### config.mk
export PLATFORM = sky130hd
export DESIGN_NAME = ifc_flash_ctrl
export DESIGN_NICKNAME = d
export VERILOG_FILES = /design/src/ifc_pkg.sv /design/src/ifc_flash_ctrl.sv
export VERILOG_INCLUDE_DIRS = /design/src
export SDC_FILE = /design/constraint.sdc
export NUM_CORES = 1
export LEC_CHECK = 0
export BUFFER_PORTS_ARGS = -buffer_cell sky130_fd_sc_hd__buf_2
export CAP_MARGIN = 5
export CORE_ASPECT_RATIO = 1.2
export CORE_UTILIZATION = 55
export CTS_BUF_LIST = sky130_fd_sc_hd__clkbuf_4
export CTS_CLUSTER_SIZE = 24
export DETAILED_ROUTE_END_ITERATION = 8
export PLACE_DENSITY = 0.82
export SLEW_MARGIN = 25
export SYNTH_ARGS = -nofsm -noshare
export SYNTH_HDL_FRONTEND = slang
export SYNTH_SLANG_ARGS = --single-unit
### constraint.sdc
create_clock -name sys_clk_in -period 2.8 [get_ports sys_clk_in]
set_input_delay 0.42 -clock sys_clk_in [delete_from_list [all_inputs] [get_ports sys_clk_in]]
set_output_delay 0.42 -clock sys_clk_in [all_outputs]
set_load 0.005 [all_outputs]
### src/ifc_defs.svh
// register map, field positions, key values and reset values of the flash controller
`ifndef IFC_DEFS_SVH
`define IFC_DEFS_SVH
`define IFC_ADDR_PCR 8'hbf
`define IFC_ADDR_KEY 8'hc3
`define IFC_ADDR_AHI 8'hc4
`define IFC_ADDR_ALO 8'hc5
`define IFC_ADDR_FDATA 8'hc6
`define IFC_ADDR_CMD 8'hc7
`define IFC_KEY_FIRST 8'h87
`define IFC_KEY_SECOND 8'h59
`define IFC_PCR_WMASK 8'h9b
`define IFC_PCR_SWRESET 8'h83
`define IFC_PCR_RESET 8'h00
`define IFC_CMD_WMASK 8'h7f
`define IFC_CMD_RESET 8'h30
`define IFC_BYTE_RESET 8'h00
`define IFC_PCR_ISP 0
`define IFC_PCR_LOADER 5
`define IFC_CMD_BANK 6
`define IFC_CMD_OE 5
`define IFC_CMD_CE 4
`define IFC_CMD_CTRL_HI 3
`define IFC_OP_READ 4'h0
`endif

### src/ifc_pkg.sv
// types of the flash controller
package ifc_pkg;
  typedef enum logic [1:0] {key_locked, key_first, key_open} ifc_key_e;
  typedef enum logic [1:0] {op_run, op_busy, op_hold} ifc_op_e;
endpackage : ifc_pkg

### src/ifc_flash_ctrl.sv
// in-system programming flash controller
`timescale 1ns/1ps
`include "ifc_defs.svh"
module ifc_flash_ctrl import ifc_pkg::*; (
  input wire logic sys_clk_in,
  input wire logic resetn_in,
  input wire logic [7:0] reg_addr_in,
  input wire logic [7:0] reg_wdata_in,
  input wire logic reg_wr_in,
  input wire logic reg_rd_in,
  output logic [7:0] reg_rdata_out,
  input wire logic core_idle_in,
  output logic cpu_reset_out,
  output logic pc_clear_out,
  output logic fetch_loader_out,
  output logic flash_bank_out,
  output logic flash_output_enable_out,
  output logic flash_chip_enable_out,
  output logic [3:0] flash_ctrl_out,
  output logic [15:0] flash_addr_out,
  output logic [7:0] flash_wdata_out,
  output logic flash_start_out,
  input wire logic [7:0] flash_rdata_in,
  input wire logic flash_done_in
);
  ////////////////////////////////////////////////////////////////////////////
  ifc_key_e key_st, next_key_st;
  ifc_op_e op_st, next_op_st;
  logic [7:0] pcr, next_pcr;
  logic [7:0] cmd, next_cmd;
  logic [7:0] addr_hi, next_addr_hi;
  logic [7:0] addr_lo, next_addr_lo;
  logic [7:0] fdata, next_fdata;
  logic [7:0] rdata, next_rdata;
  logic loader, next_loader;
  logic idle_q, next_idle_q;
  logic start, next_start;
  logic rst_p, next_rst_p;
  logic pcc, next_pcc;
  logic wr_key, wr_pcr, wake, enter, is_read;

  assign wr_key = reg_wr_in && (reg_addr_in == `IFC_ADDR_KEY);
  assign wr_pcr = reg_wr_in && (reg_addr_in == `IFC_ADDR_PCR);
  assign wake = idle_q && !core_idle_in;
  assign enter = core_idle_in && !idle_q;
  assign is_read = cmd[`IFC_CMD_CTRL_HI:0] == `IFC_OP_READ;

  ////////////////////////////////////////////////////////////////////////////
  // unlock key sequence
  always_comb begin
    next_key_st = key_st;
    if (wr_key) begin
      if (reg_wdata_in == `IFC_KEY_FIRST) begin
        next_key_st = key_first;
      end else if (reg_wdata_in == `IFC_KEY_SECOND && key_st == key_first) begin
        next_key_st = key_open;
      end else begin
        next_key_st = key_locked;
      end
    end
    if (rst_p) begin
      next_key_st = key_locked;
    end
  end

  ////////////////////////////////////////////////////////////////////////////
  // registers, read port and bank switching
  always_comb begin
    next_pcr = pcr;
    next_cmd = cmd;
    next_addr_hi = addr_hi;
    next_addr_lo = addr_lo;
    next_fdata = fdata;
    next_loader = loader;
    next_idle_q = core_idle_in;
    next_rst_p = 1'b0;
    next_pcc = 1'b0;
    next_rdata = 8'h00;
    if (wr_pcr && key_st == key_open) begin
      next_pcr = reg_wdata_in & `IFC_PCR_WMASK;
    end
    if (reg_wr_in) begin
      unique case (reg_addr_in)
        `IFC_ADDR_CMD: next_cmd = reg_wdata_in & `IFC_CMD_WMASK;
        `IFC_ADDR_AHI: next_addr_hi = reg_wdata_in;
        `IFC_ADDR_ALO: next_addr_lo = reg_wdata_in;
        `IFC_ADDR_FDATA: next_fdata = reg_wdata_in;
        default: ;
      endcase
    end
    if (op_st == op_busy && flash_done_in && is_read) begin
      next_fdata = flash_rdata_in;
    end
    if (reg_rd_in) begin
      unique case (reg_addr_in)
        `IFC_ADDR_PCR: begin
          next_rdata = pcr;
          next_rdata[`IFC_PCR_LOADER] = loader;
        end
        `IFC_ADDR_KEY: next_rdata = 8'h00;
        `IFC_ADDR_CMD: next_rdata = cmd;
        `IFC_ADDR_AHI: next_rdata = addr_hi;
        `IFC_ADDR_ALO: next_rdata = addr_lo;
        `IFC_ADDR_FDATA: next_rdata = fdata;
        default: next_rdata = 8'h00;
      endcase
    end
    if (wake) begin
      if ((pcr & `IFC_PCR_SWRESET) == `IFC_PCR_SWRESET) begin
        next_rst_p = 1'b1;
        next_loader = 1'b0;
        next_pcr = `IFC_PCR_RESET;
        next_cmd = `IFC_CMD_RESET;
      end else if (pcr[`IFC_PCR_ISP] && !loader) begin
        next_loader = 1'b1;
        next_pcc = 1'b1;
      end
    end
  end

  ////////////////////////////////////////////////////////////////////////////
  // flash operation sequencing
  always_comb begin
    next_op_st = op_st;
    next_start = 1'b0;
    unique case (op_st)
      op_run: begin
        if (enter && pcr[`IFC_PCR_ISP]) begin
          next_op_st = op_busy;
          next_start = 1'b1;
        end
      end
      op_busy: begin
        if (flash_done_in) begin
          next_op_st = op_hold;
        end else if (!core_idle_in) begin
          next_op_st = op_run;
        end
      end
      op_hold: begin
        if (!core_idle_in) begin
          next_op_st = op_run;
        end
      end
      default: next_op_st = op_run;
    endcase
  end

  ////////////////////////////////////////////////////////////////////////////
  always_ff @(posedge sys_clk_in) begin
    if (!resetn_in) begin
      key_st <= key_locked;
      op_st <= op_run;
      pcr <= `IFC_PCR_RESET;
      cmd <= `IFC_CMD_RESET;
      addr_hi <= `IFC_BYTE_RESET;
      addr_lo <= `IFC_BYTE_RESET;
      fdata <= `IFC_BYTE_RESET;
      rdata <= `IFC_BYTE_RESET;
      loader <= 1'b0;
      idle_q <= 1'b0;
      start <= 1'b0;
      rst_p <= 1'b0;
      pcc <= 1'b0;
    end else begin
      key_st <= next_key_st;
      op_st <= next_op_st;
      pcr <= next_pcr;
      cmd <= next_cmd;
      addr_hi <= next_addr_hi;
      addr_lo <= next_addr_lo;
      fdata <= next_fdata;
      rdata <= next_rdata;
      loader <= next_loader;
      idle_q <= next_idle_q;
      start <= next_start;
      rst_p <= next_rst_p;
      pcc <= next_pcc;
    end
  end

  ////////////////////////////////////////////////////////////////////////////
  // outputs
  assign reg_rdata_out = rdata;
  assign cpu_reset_out = rst_p;
  assign pc_clear_out = pcc;
  assign fetch_loader_out = loader;
  assign flash_bank_out = cmd[`IFC_CMD_BANK];
  assign flash_output_enable_out = cmd[`IFC_CMD_OE];
  assign flash_chip_enable_out = cmd[`IFC_CMD_CE];
  assign flash_ctrl_out = cmd[`IFC_CMD_CTRL_HI:0];
  assign flash_addr_out = {addr_hi, addr_lo};
  assign flash_wdata_out = fdata;
  assign flash_start_out = start;
endmodule : ifc_flash_ctrl

# [Word-level counts from Yosys, hierarchy flattened]
# Cells that the tools add are included.
[word_totals] ff_bits=57 latchBits=0 ram_bits=0 rom_bits=0 output_inout_bits=43 elab_cells=78 n_memories=0
[op_classes] add_sub_neg=0 mul=0 div_mod_pow=0 magnitude_cmp=0 n_eq_ne=14 shifts=0 mux=22 bitwise=2 reduce_logical=27
[op_table] operator="$mux W8" count=10
[op_table] operator="$eq A8 B8 Y1 const B" count=7
[op_table] operator="$pmux W8 S5" count=1
[op_table] operator="$reduce_and A2 Y1" count=7
[op_table] operator="$logic_and A1 B1 Y1" count=10
[op_table] operator="$mux W2" count=5
[op_table] operator="$eq A8 B7 Y1 const B" count=1
[op_table] operator="$pmux W2 S3" count=1
[op_table] operator="$reduce_bool A2 Y1" count=3
[op_table] operator="$mux W1" count=5
[op_table] operator="$eq A2 B1 Y1 const B" count=2
[op_table] operator="$eq A2 B2 Y1 const B" count=2
[op_table] operator="$logic_not A4 Y1" count=1
[op_table] operator="$eq A3 B3 Y1 const B" count=1
[op_table] operator="$logic_not A1 Y1" count=3
[op_table] operator="$reduce_or A3 Y1" count=1
[op_table] operator="$logic_not A2 Y1" count=1
[op_table] operator="$ne A2 B2 Y1 const B" count=1
[op_table] operator="$not A1 Y1" count=2
[op_table] operator="$reduce_or A2 Y1" count=1

# [Longest topological paths before layout]
# Gate-level depths: netlist of run 1.
[logic_depth] depth_word=6 ltp_mapped=6 mapped_depth_nobuf=4

# [Worst setup path before layout of run 1]
# Ideal clock, no wire load.
[synth_timing] path_kind="input to register" from="in reg_addr_in[5]" to="reg addr_lo[0]" arrival_ns=1.883 t_required_ns=2.684 setup_slack_ns=0.801 path_stages=5 path_buffers=1 path_cell_list="or4b_1 -> buf_2 -> nor4_4 -> mux2i_1 -> nor2b_1"
[synth_via] elab_chain_cells=2
[synth_lines] element="start, declared" line="ifc_flash_ctrl.sv:7" rtl="input wire logic [7:0] reg_addr_in,"
[synth_lines] element="$eq A8 B8 Y1" line="ifc_flash_ctrl.sv:83" rtl="unique case (reg_addr_in)"
[synth_lines] element="$reduce_and A2 Y1 (no line)"
[synth_lines] element="end signal, assigned" line="ifc_flash_ctrl.sv:157" rtl="addr_lo <= `IFC_BYTE_RESET;"
[synth_lines] element="end signal, assigned" line="ifc_flash_ctrl.sv:171" rtl="addr_lo <= next_addr_lo;"
[synth_lines] element="end, declared" line="ifc_flash_ctrl.sv:32" rtl="logic [7:0] addr_lo, next_addr_lo;"
# Every way passes these cells.
# A chain may end at the register's enable or synchronous reset.

# [Worst setup path in the final report of run 1]
[layout_timing] from="reg op_st[1]" to="reg fdata[6] (netlist: flash_wdata_out[6])"
[layout_via] elab_chain_cells=5 word_cells_on_any_way=7
[layout_lines] element="start, declared" line="ifc_flash_ctrl.sv:28" rtl="ifc_op_e op_st, next_op_st;"
[layout_lines] element="start signal, assigned" line="ifc_flash_ctrl.sv:153" rtl="op_st <= op_run;"
[layout_lines] element="start signal, assigned" line="ifc_flash_ctrl.sv:167" rtl="op_st <= next_op_st;"
[layout_lines] element="$eq A2 B1 Y1 *" line="ifc_flash_ctrl.sv:91" rtl="if (op_st == op_busy && flash_done_in && is_read) begin"
[layout_lines] element="$logic_and A1 B1 Y1 * (2 in series)" line="ifc_flash_ctrl.sv:91"
[layout_lines] element="$reduce_bool A2 Y1 (no line)"
[layout_lines] element="$reduce_and A2 Y1 (no line)"
[layout_lines] element="end signal, assigned" line="ifc_flash_ctrl.sv:158" rtl="fdata <= `IFC_BYTE_RESET;"
[layout_lines] element="end signal, assigned" line="ifc_flash_ctrl.sv:172" rtl="fdata <= next_fdata;"
[layout_lines] element="end, declared" line="ifc_flash_ctrl.sv:33" rtl="logic [7:0] fdata, next_fdata;"
# Mark *: on every way between the ends. The rest lies on a longest branch, timed or not.

==> results.py, run 1 <==
metrics = {
    "power_and_ir_drop": {
        "switching_share": 0.235,
        "p_int_mw": 0.934,
        "power_frac_clock": 0.275,
        "leakagePower_nw": 1.29,
        "p_comb_frac": 0.070,
        "switchingPower_mw": 0.287,
        "power_frac_seq": 0.655,
        "power.density_mw_per_mm2": 416,
        "ir_drop_v": 0.000310,
    },
    "floorplan": {
        "std_cell_rows": 26,
        "initial_utilization": 0.577,
        "die-width_um": 63.3,
        "die_y_um": 75.5,
        "coreArea_mm2": 0.00429,
        "dieArea_mm2": 0.00478,
        "num_io_pins": 73,
    },
    "synthesis": {
        "synth_edf_count": 0,
        "synth_top_family_by_area": "simple AND/OR/NAND/NOR gates",
        "ys.flop_type": "dfxtp_1",
        "synthXorXnorAreaFrac": 0,
        "syn_avg_cell_area_um2": 9.79,
        "yosysWarnings": 0,
        "synth_seq_cells": 56,
        "synth_mux_area_frac": 0.188,
        "synth-compound-area-share": 0.101,
        "synth_fa_ha_area_frac": 0,
        "syn_nets": 283,
        "syn-instance-count": 253,
        "syn-cell-area_mm2": 0.00248,
        "yosys.area_share.simple": 0.221,
        "yosysUniqueCellTypes": 39,
        "yosysSeqAreaShare": 0.453,
        "ys_async_sr_fraction": 0,
    },
    "critical_path": {
        "cp_top_family": "simple AND/OR/NAND/NOR gates",
        "worstPathCellList": "or4_1 -> or3_1 -> o21ai_0 -> a21oi_1",
        "path_depth": 4,
        "worst_setup_path_end_kind": "flop",
        "worst-r2r-cell-count": 4,
        "cpMaxStageDelayCell": "or3_1",
        "worstPathArrival_ps": 2170,
        "critPathLaunchType": "flop",
        "cpPeakStageDelay_ps": 560,
        "worstSetupPathType": "flop to flop",
        "crit_fanout": 16,
        "critPathRequiredTime_ps": 3050,
        "cp_num_buf_inv": 0,
    },
    "timing": {
        "relSlewSlack": 0.526,
        "setup-violations-final": 0,
        "min_period_ps": 1920,
        "clock_skew_ps": 11.1,
        "rsz0062_at_grt": "no",
        "timing.fmax_mhz": 520,
        "fin_ws_ps": 877,
        "setup_tns_ps": 0,
        "worst_slew_pin_slew_ps": 706,
        "hold_violations": 0,
        "post-route-period-util": 0.687,
        "maxSlewViolCount": 0,
    },
    "grt": {
        "grt_max_degree": 31,
        "antenna_found_initial": 0,
        "grt_pass1_vias": 2020,
        "grt_first_pass_wirelength_um": 9260,
        "grt_usage": 0.253,
        "grt-ovfl-total": 0,
    },
    "detailed_routing": {
        "post-route-drc-count": 0,
        "postRouteAntennaNets": 0,
        "routed_wl_um": 6040,
        "drtPass1Iterations": 4,
        "route.detailed.wl_per_inst_um": 15.9,
        "vias": 2132,
        "drt-initial-drc-count": 99,
        "vias_per_cell": 5.63,
    },
    "cts": {
        "clock_latency_ps": 370,
        "cts_max_path_buffers": 2,
        "cts_setup_buffers": 0,
        "tritoncts": "done",
        "cts_buffers": 5,
        "postCtsHoldBufs": 0,
        "clk_pin_slew_worst_paths_ps": 150,
        "htree_levels": 2,
        "cts_sinks": 56,
        "cts_root_buf": "clkbuf_4",
        "cts_resized": 0,
    },
    "final_layout": {
        "syn_to_final_growth_pct": 18.6,
        "drive_above_1_share": 0.291,
        "final_common_cell": "buf_2",
        "fin_nets": 353,
        "final_cell_mix": "buf_2, dfxtp_1, mux2i_1",
        "fill_cells": 381,
        "num_antenna_cells": 0,
    },
    "worst_hold_path": {
        "min_path_cells": 3,
        "hold_class": "primary input to flop",
    },
    "outcome": {
        "status": "complete, no violations",
    },
    "place": {
        "dp_slack_ps": 619,
        "portBuffers": 72,
        "place.gp.congestion": 0.832,
        "place_hpwl_um": 4560,
    },
    "run": {
        "maxCapViolations": 0,
    },
}
[per-stage QoR]
stage / utilization / std cells / power, mW / instance area (µm²) / hold WS [ps]
after detailed placement: 0.672 / 372 / 0.902 / 2890 / 451
after floorplan: - / 253 / 0.860 / 2480 / 430
after global routing: 0.684 / 379 / 1.27 / 2940 / 322
after global placement: 0.672 / 372 / 0.900 / 2890 / 446
after CTS: 0.684 / 379 / 1.23 / 2940 / 317
final: 0.684 / 379 / 1.22 / 2940 / 324
[registers in the layout (all words and copies together), names as in the netlist]
register and cells:
reg_rdata_out 8, flash_wdata_out 8, pcr 7, flash_start_out 1
cmd 8, addr_hi 8, idle_q 1, fetch_loader_out 1
addr_lo 8, pc_clear_out 1, cpu_reset_out 1, op_st 2
key_st 2
[cells in the mapped netlist (all sizes together), types with 2 or more instances]
library cell,number,area share
mux4,2,0.018
dfxtp,56,0.45
a32oi,6,0.021
nor2b,19,0.048
a22oi,2,0.0061
nand2b,3,0.0076
a211o,2,0.0071
nand4,2,0.0051
a21oi,14,0.028
o21ai,16,0.032
nand2,13,0.020
nor3,4,0.013
nor4,3,0.016
nor4bb,2,0.0081
nor2,20,0.030
nand3b,4,0.012
nand3,7,0.014
buf,10,0.023
mux2i,42,0.17
and2,4,0.010
clkbuf,8,0.012
nor3b,2,0.0061
nand4b,2,0.0071
[area by class of cell]
class                           count  area, µm²  share of cell area
Inverter                            1       3.75             0.00128
Clock inverter                      1       5.00             0.00170
Tap cell                           56       70.1              0.0239
Sequential cell                    56       1120               0.382
Multi-Input combinational cell    178       1260               0.430
Clock buffer                        6       45.0              0.0153
Timing Repair Buffer               81        428               0.146
[cells by family after synthesis]
logic type	Yosys count
buf+inv	19
simple gates	92
flops	56
compound gates	42
mux	44
[worst min-delay path, cell delays in order]
cell and delay, ps:
buf_2 110, nand2_1 80, inv_1 60
[worst paths after layout]
check                                            from                         endpoint  slack (ps)
worst min register to register      cmd[7]$_SDFF_PN0_                cmd[7]$_SDFF_PN0_         490
worst max-delay path            op_st[1]$_SDFFE_PN0P_  flash_wdata_out[6]$_SDFFE_PN0P_         880
worst max register to register  op_st[1]$_SDFFE_PN0P_  flash_wdata_out[6]$_SDFFE_PN0P_         880
worst min-delay path                     core_idle_in                idle_q$_SDFF_PN0_         320
[power groups by stage]
| stage | sequential [mW] | clock [mW] | combinational [mW] |
|---|---|---|---|
| after global routing | 0.800 | 0.376 | 0.0928 |
| after detailed placement | 0.817 | 0 | 0.0856 |
| after floorplan | 0.816 | 0 | 0.0431 |
| after CTS | 0.799 | 0.341 | 0.0859 |
| final | 0.799 | 0.336 | 0.0860 |
| after global placement | 0.817 | 0 | 0.0836 |
[metal layers]
metal,track usage,vias up,share of wire
met5,0,-,0
li1,-,1048,-
met1,0.292,1001,0.42
met4,0.0833,0,0.020
met2,0.479,69,0.52
met3,0.0464,14,0.043
No activity file was read; power rests on OpenSTA's default activity.
==> run 2: changes to the inputs <==
- CORE_UTILIZATION: 55 -> 48
- PLACE_DENSITY: 0.82 -> 0.76
- clock period: 2.8 -> 1.57 ns (I/O delays scaled with it)
==> results.py, run 2 (same netlist as run 1, synthesis figures left out) <==
metrics = {
    "critical_path": {
        "worstPathCellList": "or4_4 -> or3_4 -> buf_6 -> a21oi_2",
        "cp_num_buf_inv": 1,
        "worst_setup_path_end_kind": "flop",
        "worstPathArrival_ps": 1940,
        "critPathRequiredTime_ps": 1890,
        "cpMaxStageDelayCell": "or4_4",
        "cpPeakStageDelay_ps": 550,
        "cp_top_family": "simple AND/OR/NAND/NOR gates",
        "crit_fanout": 7,
        "worstSetupPathType": "flop to flop",
        "critPathLaunchType": "flop",
    },
    "cts": {
        "clock_latency_ps": 380,
        "postCtsHoldBufs": 0,
        "cts_buffers": 5,
        "htree_levels": 2,
        "cts_sinks": 56,
        "clk_pin_slew_worst_paths_ps": 150,
        "cts_max_path_buffers": 2,
        "tritoncts": "done",
        "cts_root_buf": "clkbuf_4",
    },
    "outcome": {
        "status": "complete, but fails checks",
        "violations": "negative setup slack",
    },
    "place": {
        "dp_cells": 392,
        "place.gp.congestion": 0.855,
        "place_hpwl_um": 4820,
        "place_area_mm2": 0.00307,
        "portBuffers": 72,
    },
    "timing": {
        "hold_violations": 0,
        "maxSlewViolCount": 0,
        "timing.fmax_mhz": 620,
        "setup-violations-final": 7,
        "clock_skew_ps": 10.5,
        "min_period_ps": 1610,
        "fin_ws_ps": -43.1,
        "relSlewSlack": 0.601,
        "rsz0062_at_grt": "yes",
        "worst_slew_pin_slew_ps": 596,
        "post-route-period-util": 1.03,
    },
    "grt": {
        "grt_max_degree": 23,
        "antenna_found_initial": 0,
        "grt_usage": 0.251,
        "grt_pass1_vias": 2148,
        "grt_first_pass_wirelength_um": 10000,
        "grt-ovfl-total": 0,
    },
    "final_layout": {
        "final_common_cell": "buf_2",
        "num_antenna_cells": 0,
        "syn_to_final_growth_pct": 27.9,
        "fin_cells": 401,
        "final_area_mm2": 0.00317,
        "fin_nets": 370,
        "drive_above_1_share": 0.355,
        "final_cell_mix": "buf_2, dfxtp_1, mux2i_1",
    },
    "detailed_routing": {
        "drtPass1Iterations": 4,
        "routed_wl_um": 6510,
        "drt-initial-drc-count": 126,
        "postRouteAntennaNets": 0,
        "route.detailed.wl_per_inst_um": 16.2,
        "post-route-drc-count": 0,
        "vias": 2247,
        "vias_per_cell": 5.60,
    },
    "floorplan": {
        "die_y_um": 80.7,
        "initial_utilization": 0.501,
        "die-width_um": 67.6,
        "dieArea_mm2": 0.00545,
        "coreArea_mm2": 0.00494,
        "num_io_pins": 73,
        "std_cell_rows": 28,
    },
    "run": {
        "maxCapViolations": 0,
    },
    "power_and_ir_drop": {
        "leakagePower_nw": 1.40,
        "power.density_mw_per_mm2": 707,
        "ir_drop_v": 0.000583,
    },
    "worst_hold_path": {
        "hold_class": "primary input to flop",
    },
}
## run 2: timing repair
item,4_1_cts,5_1_grt
buffers inserted,0,0
setup endpoints to repair,8,8
cloned,1,0
resized for setup,8,8
## run 2: power breakdown
group | total (mW) | switching [mW] | internal (mW)
Combinational | 0.184 | 0.105 | 0.0791
Clock | 0.628 | 0.420 | 0.208
Sequential | 1.43 | 0.00171 | 1.42
Total | 2.24 | 0.527 | 1.71
## run 2: layer usage
layer	wire, µm	vias to the layer above	track usage
li1	-	1076	-
met1	2570	1075	0.285
met2	3400	80	0.442
met3	358	16	0.0540
met4	183	0	0.104
met5	0	-	0
## run 2: metrics by stage
stage / total power [mW] / util / hold WS [ps] / TNS (ps) / worst slack (ps)
after global routing: 2.30 / 0.641 / 118 / -432 / -69.6
after CTS: 2.24 / 0.639 / 111 / -57.0 / -25.0
after detailed placement: 1.63 / 0.621 / 453 / -2940 / -142
after floorplan: 1.54 / - / 353 / -2000 / -162
after global placement: 1.63 / 0.621 / 449 / -2040 / -102
final: 2.24 / 0.641 / 114 / -186 / -43.1
## run 2: final cells by class
cell class	instances	area, µm²
inverters	1	3.75
multi-input cells	179	1320
repair buffers	97	589
clock inverters	1	3.75
well taps	60	75.1
clock buffers	7	52.6
fillers	429	1770
flip-flops and latches	56	1120
## run 2: path summary, 6_finish.rpt
check | start | to | slack, ps | cells past startpoint
worst max-delay path | op_st[1]$_SDFFE_PN0P_ | flash_wdata_out[6]$_SDFFE_PN0P_ | -40 | 4
worst min-delay path | flash_rdata_in[7] | flash_wdata_out[7]$_SDFFE_PN0P_ | 110 | 3
worst max register to register | op_st[1]$_SDFFE_PN0P_ | flash_wdata_out[6]$_SDFFE_PN0P_ | -40 | 4
worst min register to register | cmd[7]$_SDFF_PN0_ | cmd[7]$_SDFF_PN0_ | 490 | 1
## run 2: worst register-to-register path: stages (launching register included)
cell	delay, ps
dfxtp_2	350
or4_4	550
or3_4	400
buf_6	150
a21oi_2	120
==> run 3: changes to the inputs <==
- ABC_AREA: unset -> 1
- CORE_UTILIZATION: 48 -> 49
==> results.py, run 3 <==
metrics = {
    "outcome": {
        "status": "complete, no violations",
    },
    "final_layout": {
        "final_cell_mix": "buf_2, nand2_1, dfxtp_1",
        "final_common_cell": "buf_2",
        "fill_cells": 485,
        "fin_nets": 483,
        "multi_input_area_mm2": 0.00128,
        "syn_to_final_growth_pct": 21.1,
        "num_antenna_cells": 0,
        "seq_area_mm2": 0.00112,
        "drive_above_1_share": 0.275,
    },
    "critical_path": {
        "r2r_start": "op_st[1]$_SDFFE_PN0P_",
        "cp_top_family": "simple AND/OR/NAND/NOR gates",
        "critPathLaunchType": "flop",
        "worstSetupPathType": "flop to flop",
        "worstPathCellList": "inv_2 -> nand3_1 -> nor2_1 -> inv_1 -> nand2_2 -> inv_2 -> nor2_1 -> nor2_1",
        "reg2reg_to": "flash_wdata_out[5]$_SDFFE_PN0P_",
        "path_common_cell": "nor2_1",
        "cp_num_buf_inv": 3,
        "r2r_slack_ps": 180,
        "cpPeakStageDelay_ps": 360,
        "cpMaxStageDelayCell": "dfxtp_1",
        "worst_setup_path_end_kind": "flop",
        "crit_fanout": 9,
        "worst-r2r-cell-count": 8,
        "critPathRequiredTime_ps": 1860,
        "worstPathArrival_ps": 1680,
    },
    "synthesis": {
        "ys_async_sr_fraction": 0,
        "synth_mux_area_frac": 0,
        "syn-cell-area_mm2": 0.00268,
        "yosys.area_share.simple": 0.338,
        "synthTopCellsByCount": "nand2_1, dfxtp_1, nand3_1",
        "synthXorXnorAreaFrac": 0,
        "synth-compound-area-share": 0.139,
        "yosysTopAreaCell": "dfxtp_1",
        "netlist.area_leader.share": 0.418,
        "synth_seq_cells": 56,
        "yosysMostFrequentCell": "nand2_1",
        "yosysWarnings": 0,
        "yosysUniqueCellTypes": 28,
        "syn_avg_cell_area_um2": 7.13,
        "synth_area_leaders": "dfxtp_1, nand2_1, nand3_1",
        "syn_nets": 406,
        "ys.flop_type": "dfxtp_1",
        "synth_fa_ha_area_frac": 0,
        "synth_top_family_by_area": "simple AND/OR/NAND/NOR gates",
        "yosysSeqAreaShare": 0.418,
        "syn-instance-count": 376,
        "synth_edf_count": 0,
    },
    "detailed_routing": {
        "route.detailed.wl_per_inst_um": 13.8,
        "drtPass1Iterations": 6,
        "vias": 2690,
        "postRouteAntennaNets": 0,
        "drt-initial-drc-count": 139,
        "vias_per_cell": 5.21,
        "routed_wl_um": 7120,
        "post-route-drc-count": 0,
    },
    "timing": {
        "worst_slew_pin_slew_ps": 314,
        "setup-violations-final": 0,
        "maxSlewViolCount": 0,
        "setup_tns_ps": 0,
        "min_period_ps": 1390,
        "rsz0062_at_grt": "no",
        "post-route-period-util": 0.883,
        "hold_violations": 0,
        "clock_skew_ps": 13.9,
        "timing.fmax_mhz": 721,
        "relSlewSlack": 0.790,
    },
    "place": {
        "place.gp.congestion": 0.924,
        "portBuffers": 72,
        "place_hpwl_um": 5410,
    },
    "grt": {
        "grt_first_pass_wirelength_um": 11800,
        "antenna_found_initial": 0,
        "busiest_layer": "met2",
        "grt_usage": 0.259,
        "grt_pass1_vias": 2452,
        "use_met2": 0.420,
        "use_met3": 0.0425,
        "met1_usage": 0.341,
        "grt_max_degree": 19,
        "grt-ovfl-total": 0,
    },
    "cts": {
        "tritoncts": "done",
        "htree_levels": 2,
        "cts_buffers": 5,
        "clock_latency_ps": 380,
        "cts_root_buf": "clkbuf_4",
        "cts_max_path_buffers": 2,
        "cts_sinks": 56,
        "clk_pin_slew_worst_paths_ps": 150,
    },
    "floorplan": {
        "std_cell_rows": 29,
        "initial_utilization": 0.509,
        "dieArea_mm2": 0.00577,
        "die-width_um": 69.5,
        "die_y_um": 83.0,
        "coreArea_mm2": 0.00526,
        "num_io_pins": 73,
    },
    "worst_hold_path": {
        "hold_start": "core_idle_in",
        "hold_end": "idle_q$_SDFF_PN0_",
        "min_path_cells": 3,
        "hold_class": "primary input to flop",
    },
    "power_and_ir_drop": {
        "power.density_mw_per_mm2": 842,
        "ir_drop_v": 0.000518,
        "leakagePower_nw": 1.49,
        "finalPower_mw": 2.73,
    },
    "run": {
        "maxCapViolations": 0,
    },
}
## run 3: cell type report
type | count | share of cell area
Multi-Input combinational cell | 261 | 0.396
Sequential cell | 56 | 0.346
Timing Repair Buffer | 88 | 0.148
Inverter | 41 | 0.0474
Clock inverter | 3 | 0.0278
Tap cell | 62 | 0.0239
Clock buffer | 5 | 0.0116
## run 3: logic make-up (layout without fill, tap and decap cells)
logic type             after synthesis  count (layout)
DFF                                 56              56
AOI/OAI and AO/OA                   68              68
buffers and inverters               59             137
and+or+nand+nor                    193             193
## run 3: repair_timing
action | in CTS | in global routing
gates resized for setup | 0 | 1
setup buffers | 0 | 0
hold buffers | 0 | 0
setup endpoints to repair | 0 | 1
## run 3: where the power goes
| group | internal [mW] | total [mW] | switching (mW) |
|---|---|---|---|
| clock network | 0.656 | 1.11 | 0.450 |
| registers | 1.43 | 1.43 | 0.00227 |
| logic | 0.0660 | 0.197 | 0.131 |
## run 3: tightest hold or removal path, cell delays in order
cell and delay [ps]:
buf_2 110, nand2_1 50, inv_1 40
## run 3: how the worst max path moves through the flow
stage / start / endpoint / slack, ps / cells past startpoint
after detailed placement: reg_addr_in[4] / addr_lo[1]$_SDFFE_PN0P_ / 40 / 8
after global routing: op_st[1]$_SDFFE_PN0P_ / flash_wdata_out[4]$_SDFFE_PN0P_ / 80 / 8
after global placement: reg_addr_in[4] / addr_lo[4]$_SDFFE_PN0P_ / 70 / 8
after CTS: key_st[1]$_SDFFE_PP0P_ / pcr[1]$_SDFF_PN0_ / 170 / 5
final: op_st[1]$_SDFFE_PN0P_ / flash_wdata_out[5]$_SDFFE_PN0P_ / 180 / 8
after floorplan: op_st[1]$_SDFFE_PN0P_ / flash_wdata_out[2]$_SDFFE_PN0P_ / 360 / 8
## run 3: per-layer routing
metal / up-vias / part of all wire
met5: - / 0
met4: 0 / 0.019
met3: 11 / 0.067
met2: 85 / 0.49
met1: 1220 / 0.43
li1: 1374 / -
## run 3: through the flow
stage,hold slack (ps),instances,cell area [µm²],worst slack (ps),util
6_report,78.7,516,3240,184,0.617
3_3_place_gp,432,508,3110,74.4,0.591
3_5_place_dp,436,508,3110,37.8,0.591
4_1_cts,62.0,516,3240,173,0.616
5_1_grt,70.8,516,3240,80.5,0.617
2_1_floorplan,329,376,2680,356,-
